--- src/inc/sync_serial_map.svh ---
`ifndef SYNC_SERIAL_MAP_SVH
`define SYNC_SERIAL_MAP_SVH

// Register offsets on the plain register port.
`define SSR_OFS_STATUS 2'h0
`define SSR_OFS_UPPER 2'h1
`define SSR_OFS_LOWER 2'h2
`define SSR_OFS_CONTROL 2'h3

// Status register bit positions.
`define SSR_STAT_FIXED_BIT 7
`define SSR_STAT_LEVEL_BIT 6
`define SSR_STAT_OVERRUN_BIT 5
`define SSR_STAT_MARKER_BIT 1
`define SSR_STAT_START_BIT 0

// Control register field positions.
`define SSR_CTRL_MODE_HI_BIT 7
`define SSR_CTRL_MODE_LO_BIT 6
`define SSR_CTRL_MARKER_EN_BIT 5
`define SSR_CTRL_EXT_CLK_BIT 3

// Reset values.
`define SSR_STATUS_RESET 8'h9C
`define SSR_CONTROL_RESET 8'h00
`define SSR_RESERVED_READ 3'h7

// Transfer lengths in bits.
`define SSR_LEN_8 5'h08
`define SSR_LEN_16 5'h10

// Timing: internal shift clock half period and end-marker duration, in ns.
`define SSR_CLK_PERIOD_NS 100
`define SSR_HALF_PERIOD_NS 400
`define SSR_MARK_TIME_NS 2000
`define SSR_HALF_CYCLES (`SSR_HALF_PERIOD_NS / `SSR_CLK_PERIOD_NS)
`define SSR_MARK_CYCLES (`SSR_MARK_TIME_NS / `SSR_CLK_PERIOD_NS)

`endif

--- src/inc/sync_serial_pkg.sv ---
`default_nettype none

package sync_serial_pkg;

  typedef enum logic [1:0] {
    LEN_8BIT,
    LEN_16BIT,
    LEN_CONT_CLOCK,
    LEN_RESERVED
  } length_mode_t;

  typedef struct packed {
    length_mode_t length_mode;
    logic end_marker_enable;
    logic ext_clk;
  } ctrl_t;

  typedef enum {
    ST_IDLE,
    ST_SHIFT,
    ST_MARK
  } xfer_state_t;

endpackage

`default_nettype wire

--- src/core/pin_sync.sv ---
`timescale 1ns/1ps
`default_nettype none

module pin_sync #(
  parameter int WIDTH = 2
) (
  input wire logic clk,
  input wire logic arst_n,
  input wire logic [WIDTH-1:0] async_in,
  output logic [WIDTH-1:0] sync_out
);

  logic [WIDTH-1:0] meta;

  // Each bit passes two flops; the first is read only by the second.
  for (genvar i = 0; i < WIDTH; i++) begin : g_bit
    always_ff @(posedge clk or negedge arst_n) begin
      if (!arst_n) begin
        meta[i] <= 1'b0;
        sync_out[i] <= 1'b0;
      end else begin
        meta[i] <= async_in[i];
        sync_out[i] <= meta[i];
      end
    end
  end

endmodule

`default_nettype wire

--- src/core/sync_serial_status_data_regs.sv ---
// The plain strobed port and the register offsets were chosen for this implementation.
`timescale 1ns/1ps
`default_nettype none

`include "sync_serial_map.svh"

//////////////////////////////////////////////////////////////////////////////

// What this block does
// - Status register resets to 9C; level, overrun, marker and start bits are zero.
// - Status bit 7 always reads one and ignores writes.
// - Status bits 4 to 2 ignore writes and read as ones.
// - Writing the level bit while no transfer is shifting drives the output pin; reading returns the pin level.
// - After a transfer the output pin keeps the last shifted bit.
// - Start of a transfer drops the level override and the marker enable.
// - With external clock, a clock pulse after completion sets the overrun flag.
// - Overrun clears only by writing zero after reading it as one.
// - Marker flag reads one only while the end marker is sent; read only.
// - Writing one to start begins a transfer in 8-bit or 16-bit mode only; writing zero does nothing.
// - Start flag stays one while waiting and shifting; clears at completion.
// - In 8-bit mode the lower register shifts out LSB first, input enters MSB.
// - In 16-bit mode upper register holds upper byte, lower holds lower byte.
// - In 16-bit mode upper shifts LSB first into lower; input enters upper MSB.
// - Apart from the input path, 16-bit mode behaves like 8-bit mode.
// - Data registers have no defined reset value.
// - Length mode 00 is 8-bit, 01 is 16-bit, 10 continuous clock, 11 reserved.
// - End-marker enable adds an end marker after the next data transfer only.
module sync_serial_status_data_regs #(
  parameter int HALF_CYCLES = `SSR_HALF_CYCLES,
  parameter int MARK_CYCLES = `SSR_MARK_CYCLES
) (
  input wire logic clk,
  input wire logic arst_n,
  input wire logic [1:0] addr,
  input wire logic [7:0] wdata,
  input wire logic wr,
  input wire logic rd,
  output logic [7:0] rdata,
  input wire logic sck_in,
  output logic sck_out,
  output logic sck_oe,
  input wire logic serial_in_pin,
  output logic serial_out_pin,
  output logic end_marker_sending_flag,
  output logic xfer_done
);

  //////////////////////////////////////////////////////////////////////////////

  logic [1:0] pins_sync;
  logic sck_sync;
  logic sin_sync;

  // Link clock and data input come from another domain. The clock passes
  // inverted so that the synchroniser's reset value equals the idle high
  // line; otherwise a false rising edge after reset could set the overrun.
  pin_sync #(
    .WIDTH(2)
  ) u_pin_sync (
    .clk(clk),
    .arst_n(arst_n),
    .async_in({~sck_in, serial_in_pin}),
    .sync_out(pins_sync)
  );

  assign sck_sync = ~pins_sync[1];
  assign sin_sync = pins_sync[0];

  //////////////////////////////////////////////////////////////////////////////

  sync_serial_pkg::xfer_state_t state;
  sync_serial_pkg::xfer_state_t next_state;
  sync_serial_pkg::ctrl_t ctrl;
  sync_serial_pkg::ctrl_t next_ctrl;
  logic [7:0] data_upper;
  logic [7:0] next_data_upper;
  logic [7:0] data_lower;
  logic [7:0] next_data_lower;
  logic serial_out;
  logic next_serial_out;
  logic overrun_flag;
  logic next_overrun_flag;
  logic overrun_seen;
  logic next_overrun_seen;
  logic marker_latched;
  logic next_marker_latched;
  logic [4:0] bit_count;
  logic [4:0] next_bit_count;
  logic [15:0] div_count;
  logic [15:0] next_div_count;
  logic [15:0] mark_count;
  logic [15:0] next_mark_count;
  logic sck_int;
  logic next_sck_int;
  logic sck_prev;
  logic done_pulse;
  logic next_done_pulse;
  logic [7:0] next_rdata;

  logic ext_rise;
  logic ext_fall;
  logic div_tick;
  logic int_rise;
  logic int_fall;
  logic shift_rise;
  logic shift_fall;
  logic busy;
  logic mode_16;
  logic mode_cont;
  logic [4:0] xfer_len;
  logic [7:0] status_value;
  logic [7:0] control_value;
  logic status_wr;

  assign busy = (state == sync_serial_pkg::ST_SHIFT);
  assign mode_16 = (ctrl.length_mode == sync_serial_pkg::LEN_16BIT);
  assign mode_cont = (ctrl.length_mode == sync_serial_pkg::LEN_CONT_CLOCK);
  assign xfer_len = mode_16 ? `SSR_LEN_16 : `SSR_LEN_8;

  // Edges of the link clock are found on the synchronised copy only.
  assign ext_rise = sck_sync & ~sck_prev;
  assign ext_fall = ~sck_sync & sck_prev;
  assign div_tick = (div_count == 16'(HALF_CYCLES - 1));
  assign int_rise = div_tick & ~sck_int;
  assign int_fall = div_tick & sck_int;
  assign shift_rise = busy & (ctrl.ext_clk ? ext_rise : int_rise);
  assign shift_fall = busy & (ctrl.ext_clk ? ext_fall : int_fall);

  always_comb begin
    status_value = 8'h00;
    status_value[`SSR_STAT_FIXED_BIT] = 1'b1;
    status_value[`SSR_STAT_LEVEL_BIT] = serial_out;
    status_value[`SSR_STAT_OVERRUN_BIT] = overrun_flag;
    status_value[4:2] = `SSR_RESERVED_READ;
    status_value[`SSR_STAT_MARKER_BIT] = end_marker_sending_flag;
    status_value[`SSR_STAT_START_BIT] = busy;
  end

  always_comb begin
    control_value = 8'h00;
    control_value[`SSR_CTRL_MODE_HI_BIT:`SSR_CTRL_MODE_LO_BIT] = ctrl.length_mode;
    control_value[`SSR_CTRL_MARKER_EN_BIT] = ctrl.end_marker_enable;
    control_value[`SSR_CTRL_EXT_CLK_BIT] = ctrl.ext_clk;
  end

  assign status_wr = wr & (addr == `SSR_OFS_STATUS) & ~busy;

  //////////////////////////////////////////////////////////////////////////////
  // Read port: data appear in the cycle after the strobe.

  always_comb begin
    next_rdata = 8'h00;
    if (rd) begin
      case (addr)
        `SSR_OFS_STATUS: next_rdata = status_value;
        `SSR_OFS_UPPER: next_rdata = data_upper;
        `SSR_OFS_LOWER: next_rdata = data_lower;
        `SSR_OFS_CONTROL: next_rdata = control_value;
        default: next_rdata = 8'h00;
      endcase
    end
  end

  //////////////////////////////////////////////////////////////////////////////
  // Control, status and sequencing.

  always_comb begin
    next_state = state;
    next_ctrl = ctrl;
    next_serial_out = serial_out;
    next_overrun_flag = overrun_flag;
    next_overrun_seen = overrun_seen;
    next_marker_latched = marker_latched;
    next_bit_count = bit_count;
    next_div_count = div_tick ? 16'h0000 : div_count + 16'h0001;
    next_mark_count = mark_count;
    next_sck_int = div_tick ? ~sck_int : sck_int;
    next_done_pulse = 1'b0;

    // The internal clock idles high and runs only while shifting, or always
    // in continuous clock mode.
    if (!busy && !mode_cont) begin
      next_sck_int = 1'b1;
      next_div_count = 16'h0000;
    end

    if (wr && addr == `SSR_OFS_CONTROL && !busy) begin
      next_ctrl.length_mode = sync_serial_pkg::length_mode_t'(
        wdata[`SSR_CTRL_MODE_HI_BIT:`SSR_CTRL_MODE_LO_BIT]);
      next_ctrl.end_marker_enable = wdata[`SSR_CTRL_MARKER_EN_BIT];
      next_ctrl.ext_clk = wdata[`SSR_CTRL_EXT_CLK_BIT];
    end

    if (rd && addr == `SSR_OFS_STATUS && overrun_flag) begin
      next_overrun_seen = 1'b1;
    end

    if (status_wr) begin
      next_serial_out = wdata[`SSR_STAT_LEVEL_BIT];
      if (!wdata[`SSR_STAT_OVERRUN_BIT] && overrun_seen) begin
        next_overrun_flag = 1'b0;
        next_overrun_seen = 1'b0;
      end
    end

    case (state)
      sync_serial_pkg::ST_IDLE: begin
        if (status_wr && wdata[`SSR_STAT_START_BIT] && !ctrl.length_mode[1]) begin
          next_state = sync_serial_pkg::ST_SHIFT;
          next_bit_count = 5'h00;
          next_serial_out = data_lower[0];
          next_marker_latched = ctrl.end_marker_enable;
          next_ctrl.end_marker_enable = 1'b0;
        end
      end
      sync_serial_pkg::ST_SHIFT: begin
        if (shift_fall && bit_count != 5'h00) begin
          next_serial_out = data_lower[0];
        end
        if (shift_rise) begin
          next_bit_count = bit_count + 5'h01;
          if (bit_count + 5'h01 == xfer_len) begin
            next_done_pulse = 1'b1;
            next_mark_count = 16'h0000;
            next_state = marker_latched ? sync_serial_pkg::ST_MARK : sync_serial_pkg::ST_IDLE;
          end
        end
      end
      sync_serial_pkg::ST_MARK: begin
        next_mark_count = mark_count + 16'h0001;
        if (mark_count == 16'(MARK_CYCLES - 1)) begin
          next_state = sync_serial_pkg::ST_IDLE;
          next_marker_latched = 1'b0;
        end
      end
      default: begin
        next_state = sync_serial_pkg::ST_IDLE;
      end
    endcase

    // late external clock
    // Placed last so a pulse in the clearing cycle still sets the flag.
    if (ctrl.ext_clk && !busy && ext_rise) begin
      next_overrun_flag = 1'b1;
    end
  end

  always_ff @(posedge clk or negedge arst_n) begin
    if (!arst_n) begin
      state <= sync_serial_pkg::ST_IDLE;
      ctrl <= sync_serial_pkg::ctrl_t'(4'h0);
      serial_out <= 1'b0;
      overrun_flag <= 1'b0;
      overrun_seen <= 1'b0;
      marker_latched <= 1'b0;
      bit_count <= 5'h00;
      div_count <= 16'h0000;
      mark_count <= 16'h0000;
      sck_int <= 1'b1;
      sck_prev <= 1'b1;
      done_pulse <= 1'b0;
      rdata <= 8'h00;
    end else begin
      state <= next_state;
      ctrl <= next_ctrl;
      serial_out <= next_serial_out;
      overrun_flag <= next_overrun_flag;
      overrun_seen <= next_overrun_seen;
      marker_latched <= next_marker_latched;
      bit_count <= next_bit_count;
      div_count <= next_div_count;
      mark_count <= next_mark_count;
      sck_int <= next_sck_int;
      sck_prev <= sck_sync;
      done_pulse <= next_done_pulse;
      rdata <= next_rdata;
    end
  end

  //////////////////////////////////////////////////////////////////////////////
  // Data shift registers. They carry no reset, which saves area; software
  // must load them before the first transfer.

  always_comb begin
    next_data_upper = data_upper;
    next_data_lower = data_lower;
    if (wr && !busy && addr == `SSR_OFS_UPPER) begin
      next_data_upper = wdata;
    end
    if (wr && !busy && addr == `SSR_OFS_LOWER) begin
      next_data_lower = wdata;
    end
    if (shift_rise) begin
      if (mode_16) begin
        next_data_upper = {sin_sync, data_upper[7:1]};
        next_data_lower = {data_upper[0], data_lower[7:1]};
      end else begin
        next_data_lower = {sin_sync, data_lower[7:1]};
      end
    end
  end

  always_ff @(posedge clk) begin
    data_upper <= next_data_upper;
    data_lower <= next_data_lower;
  end

  //////////////////////////////////////////////////////////////////////////////
  // Pins.

  assign serial_out_pin = serial_out;
  assign sck_out = sck_int;
  assign sck_oe = ~ctrl.ext_clk;
  assign end_marker_sending_flag = (state == sync_serial_pkg::ST_MARK);
  assign xfer_done = done_pulse;

endmodule

`default_nettype wire

--- config.mk ---
export PLATFORM = sky130hd
export DESIGN_NAME = sync_serial_status_data_regs
export DESIGN_NICKNAME = d
export VERILOG_FILES = /design/src/inc/sync_serial_pkg.sv /design/src/core/pin_sync.sv /design/src/core/sync_serial_status_data_regs.sv
export VERILOG_INCLUDE_DIRS = /design/src /design/src/inc
export SDC_FILE = /design/constraint.sdc
export NUM_CORES = 1
export LEC_CHECK = 0
export ABC_AREA = 0
export BUFFER_PORTS_ARGS = -buffer_cell sky130_fd_sc_hd__clkbuf_2
export CORE_UTILIZATION = 50
export DETAILED_ROUTE_END_ITERATION = 12
export MAX_ROUTING_LAYER = met4
export PLACE_DENSITY = 0.69
export REMOVE_ABC_BUFFERS = 1
export SLEW_MARGIN = 20
export SYNTH_ARGS = -nofsm -noshare
export SYNTH_HDL_FRONTEND = slang
export SYNTH_SLANG_ARGS = --single-unit
--- constraint.sdc ---
create_clock -name clk -period 3.7 [get_ports clk]
set_input_delay 0.185 -clock clk [delete_from_list [all_inputs] [get_ports clk]]
set_output_delay 0.185 -clock clk [all_outputs]
set_load 0.05 [all_outputs]
==> parameters.txt <==
Parameter                              Value

Status
  Result of the run    completed

Clock network
  PostCTS Resize Cnt    0
  Bufs on Longest Clock Path    2
  Clock slew seen by the registers of the worst setup and hold paths    0.08 ns
  Clock net sink count    78
  CTS tree    built
  Source-to-sink clock delay at the later pin of the worst-skew pair    0.35 ns
  CTS root buf    sky130_fd_sc_hd__clkbuf_8
  Clock buffers created by TritonCTS    9
  Maximum level of the CTS H-tree    3

Power
  Highest ir drop seen on vdd    0.169 mV
  Leakage    0.00187 uW
  Proportion of power drawn by flip-flops and latches    53.4%
  Relative contribution of combinational cells to total power    4.6%
  Areal power density over the cells    390 nW/um2
  Net load switching power    362 uW
  Clock Power Share    42.0%
  Int Pwr    1270 uW
  Total Power Consumption    1630 uW
  Net switching fraction of the power    22.2%

Finish
  Final instance area    4190 um2
  Post-layout nets    410
  Antenna diodes    0
  P&R area growth vs syn    12.2%
  Non-filler cells in the finished layout    493
  Share of post-route cells with drive strength above 1    16.8%

Floorplan
  Overall die area    7830 um2
  Cell row count    31
  # IOs    29
  Die width    88.5 um
  Area inside the core boundary    7250 um2
  Effective utilization at floorplan    51.5%
  Die Height    88.5 um

Timing
  Post-route minimum period    2.27 ns
  Summed negative setup slack over all endpoints    0 ns
  Slew headroom    51.2%
  Worst clock skew    0.0103 ns
  Final setup violation count    0
  Max Transition Viols Final    0
  Least-Margin Pin Slew    0.733 ns
  Part of the cycle the worst path needs    61.3%
  Setup repair after global routing missed its margin    no
  Number of hold violations in the final report    0
  F_max    0.441 GHz

Critical path
  Max stage delay cell, worst path    sky130_fd_sc_hd__dfrtp_1
  Startpoint class of the critical path    flop
  Top cell family by delay on the critical path    simple AND/OR/NAND/NOR gates
  Arrival @ worst endpoint    2.37 ns
  Buffering stage count on the worst path with inverters included    1
  Type of the worst setup path    reg -> reg
  Critical path fanouts, max    29
  Slack of the worst reg-to-reg path    1.43 ns
  Depth of the most critical reg-to-reg path    6
  Largest stage delay on the critical path    0.43 ns
  Critical path capture point type    flop
  End of the worst register-to-register path    data_lower[3]$_DFFE_PP_
  Crit-path cells    ha_1 -> nor4b_2 -> and4_2 -> a21oi_2 -> buf_4 -> mux2_2
  Worst path required time    3.80 ns
  Reg-to-reg startpoint    div_count[0]$_DFF_PN0_

Synth
  Sequential cell area fraction in the yosys report    52.3%
  Share of synthesized registers carrying an async set or reset    79.5%
  Cell count after synthesis    358
  Number of synthesized flops with an enable pin    8
  Area of the mapped netlist    3740 um2
  Most frequently used flop master after synthesis    sky130_fd_sc_hd__dfrtp_1
  Mean area per synthesized cell    10.4 um2
  Netlist cell types    47
  Number of warnings printed during yosys synthesis    0
  Total of flip-flops plus latches after synthesis    78

Route
  Routed wire length per instance    14.7 um
  Via density per instance    5.45
  Max Used Layer    met4
  Routed met2 length    3320 um
  Post-route antenna net violation count    0
  1st-iter DRT viols    155
  DR vias    2688
  Post-Route WL    7250 um
  Detailed-router iteration count before antenna repair    6
  Residual DRC count    0
  M1 wire length    3560 um
  Detailed route wirelength on metal3    213 um

Min path
  Worst Hold Depth    2
  Worst min path class    in -> reg
  Min-Delay Endpoint    control_value[7]$_DFFE_PN0P_
  Launch instance of the worst min-delay path    wdata[7]

Job
  Max-capacitance violation count    0

Global route
  Global route overflow    0
  Antenna violations before repair    0
  First-pass GRT wire length    12000 um
  Largest net degree at the start of global routing    35
  Overall fraction of global-route tracks in use    20.9%
  Number of global-route vias before repair    2504

Placement
  Placement Cell Area    3950 um2
  IO Port Bufs    28
  Cell total after placement    474
  GPL Wtd Cong    0.788
  Estimated wirelength of the detail-placed design    5140 um
worst max path at each step:
stage	slack, ns	cells after the start	start	endpoint
detailed placement	1.44	7	div_count[0]$_DFF_PN0_	mark_count[1]$_DFFE_PN0P_
floorplan	0.85	5	div_count[0]$_DFF_PN0_	data_lower[0]$_DFFE_PP_
finish	1.43	6	div_count[0]$_DFF_PN0_	data_lower[3]$_DFFE_PP_
global route	1.16	7	div_count[0]$_DFF_PN0_	mark_count[1]$_DFFE_PN0P_
CTS	1.43	7	div_count[0]$_DFF_PN0_	mark_count[1]$_DFFE_PN0P_
global placement	1.44	3	state[1]$_DFFE_PN0P_	data_lower[4]$_DFFE_PP_
kinds of logic after synthesis:
logic type | Yosys count | share of synthesized area, %
simple gates | 141 | 19.8
flops | 78 | 52.3
compound gates | 48 | 7.50
xor+xnor | 30 | 7.03
buf+inv | 29 | 3.38
mux | 27 | 8.30
fa+ha+maj | 5 | 1.67
synthesized netlist by cell type (3+ instances only):
cell type,instances,area [um2]
sky130_fd_sc_hd__or3_1,3,18.8
sky130_fd_sc_hd__mux2_2,12,135
sky130_fd_sc_hd__nand2b_1,3,18.8
sky130_fd_sc_hd__nor4b_1,3,26.3
sky130_fd_sc_hd__a21oi_1,22,110
sky130_fd_sc_hd__nand4b_1,3,26.3
sky130_fd_sc_hd__xnor2_1,17,149
sky130_fd_sc_hd__clkbuf_1,8,30.0
sky130_fd_sc_hd__nor4_1,5,31.3
sky130_fd_sc_hd__and2_1,4,25.0
sky130_fd_sc_hd__mux2i_1,13,130
sky130_fd_sc_hd__inv_1,16,60.1
sky130_fd_sc_hd__nand2_1,18,67.6
sky130_fd_sc_hd__dfrtp_1,60,1500
sky130_fd_sc_hd__o21ai_0,15,75.1
sky130_fd_sc_hd__edfxtp_1,8,240
sky130_fd_sc_hd__nand3_1,15,75.1
sky130_fd_sc_hd__nor3b_1,3,22.5
sky130_fd_sc_hd__nor2b_1,4,25.0
sky130_fd_sc_hd__xor2_1,13,114
sky130_fd_sc_hd__nor3_1,16,80.1
sky130_fd_sc_hd__ha_1,5,62.6
sky130_fd_sc_hd__dfxtp_1,8,160
sky130_fd_sc_hd__nor2_1,42,158
sky130_fd_sc_hd__nand4_1,12,75.1
per-stage QoR:
| step | worst slack, ns | hold WS [ns] | utilization (%) |
|---|---|---|---|
| after floorplan | 0.854 | -0.111 | - |
| after global placement | 1.44 | 0.267 | 54.5 |
| after detailed placement | 1.44 | 0.264 | 54.5 |
| after CTS | 1.43 | 0.110 | 57.8 |
| after global routing | 1.16 | 0.120 | 57.8 |
| final | 1.43 | 0.122 | 57.8 |
cells in the final DEF (no fill, tap or decap), drive strengths merged, types with 3 or more instances in the layout:
master       count
nand2b           3
mux2            12
xor2            13
xnor2           17
a21oi           24
nand2           18
o21ai           15
clkbuf          38
dfxtp            8
nor4b            4
nor3b            3
inv             17
mux2i           13
dlygate4sd3      3
nand4b           3
nor4             6
dfrtp           60
edfxtp           8
or3              3
nand3           15
ha               5
nor2            42
nor3            16
and2             4
nor2b            4
nand4           12
power groups by stage:
stage	Combinational, uW	Clock, uW	Sequential [uW]
2_1_floorplan	15.3	0	909
3_3_place_gp	72.6	0	890
3_5_place_dp	73.3	0	891
4_1_cts	76.0	699	873
5_1_grt	82.9	737	874
6_report	75.5	686	873
per-layer routing:
layer  vias to the layer above  track usage [%]
li1                       1314                -
met1                      1311             29.2
met2                        49             29.9
met3                        14             3.36
met4                         0             9.82
met5                         -                -
registers in the layout (all words and copies together) (netlist names), 2 cells and up:
register             flops
u_pin_sync.sync_out      2
control_value            4
data_upper               8
rdata                    8
mark_count              16
bit_count                5
data_lower               8
state                    2
u_pin_sync.meta          2
div_count               16
layout make-up:
class | instances | area, um2
tap | 99 | 124
multi-input combinational | 251 | 1660
sequential | 78 | 1950
fill | 635 | 3060
clock inverter | 6 | 85.1
inverter | 16 | 60.1
timing repair buffer | 33 | 185
clock buffer | 10 | 128
timing repair:
item                       CTS  global route
setup endpoints to repair    0             0
buffers inserted             0             0
hold buffers                 3             0
hold endpoints to repair    30             0
No activity file was read; power rests on OpenSTA's default activity.
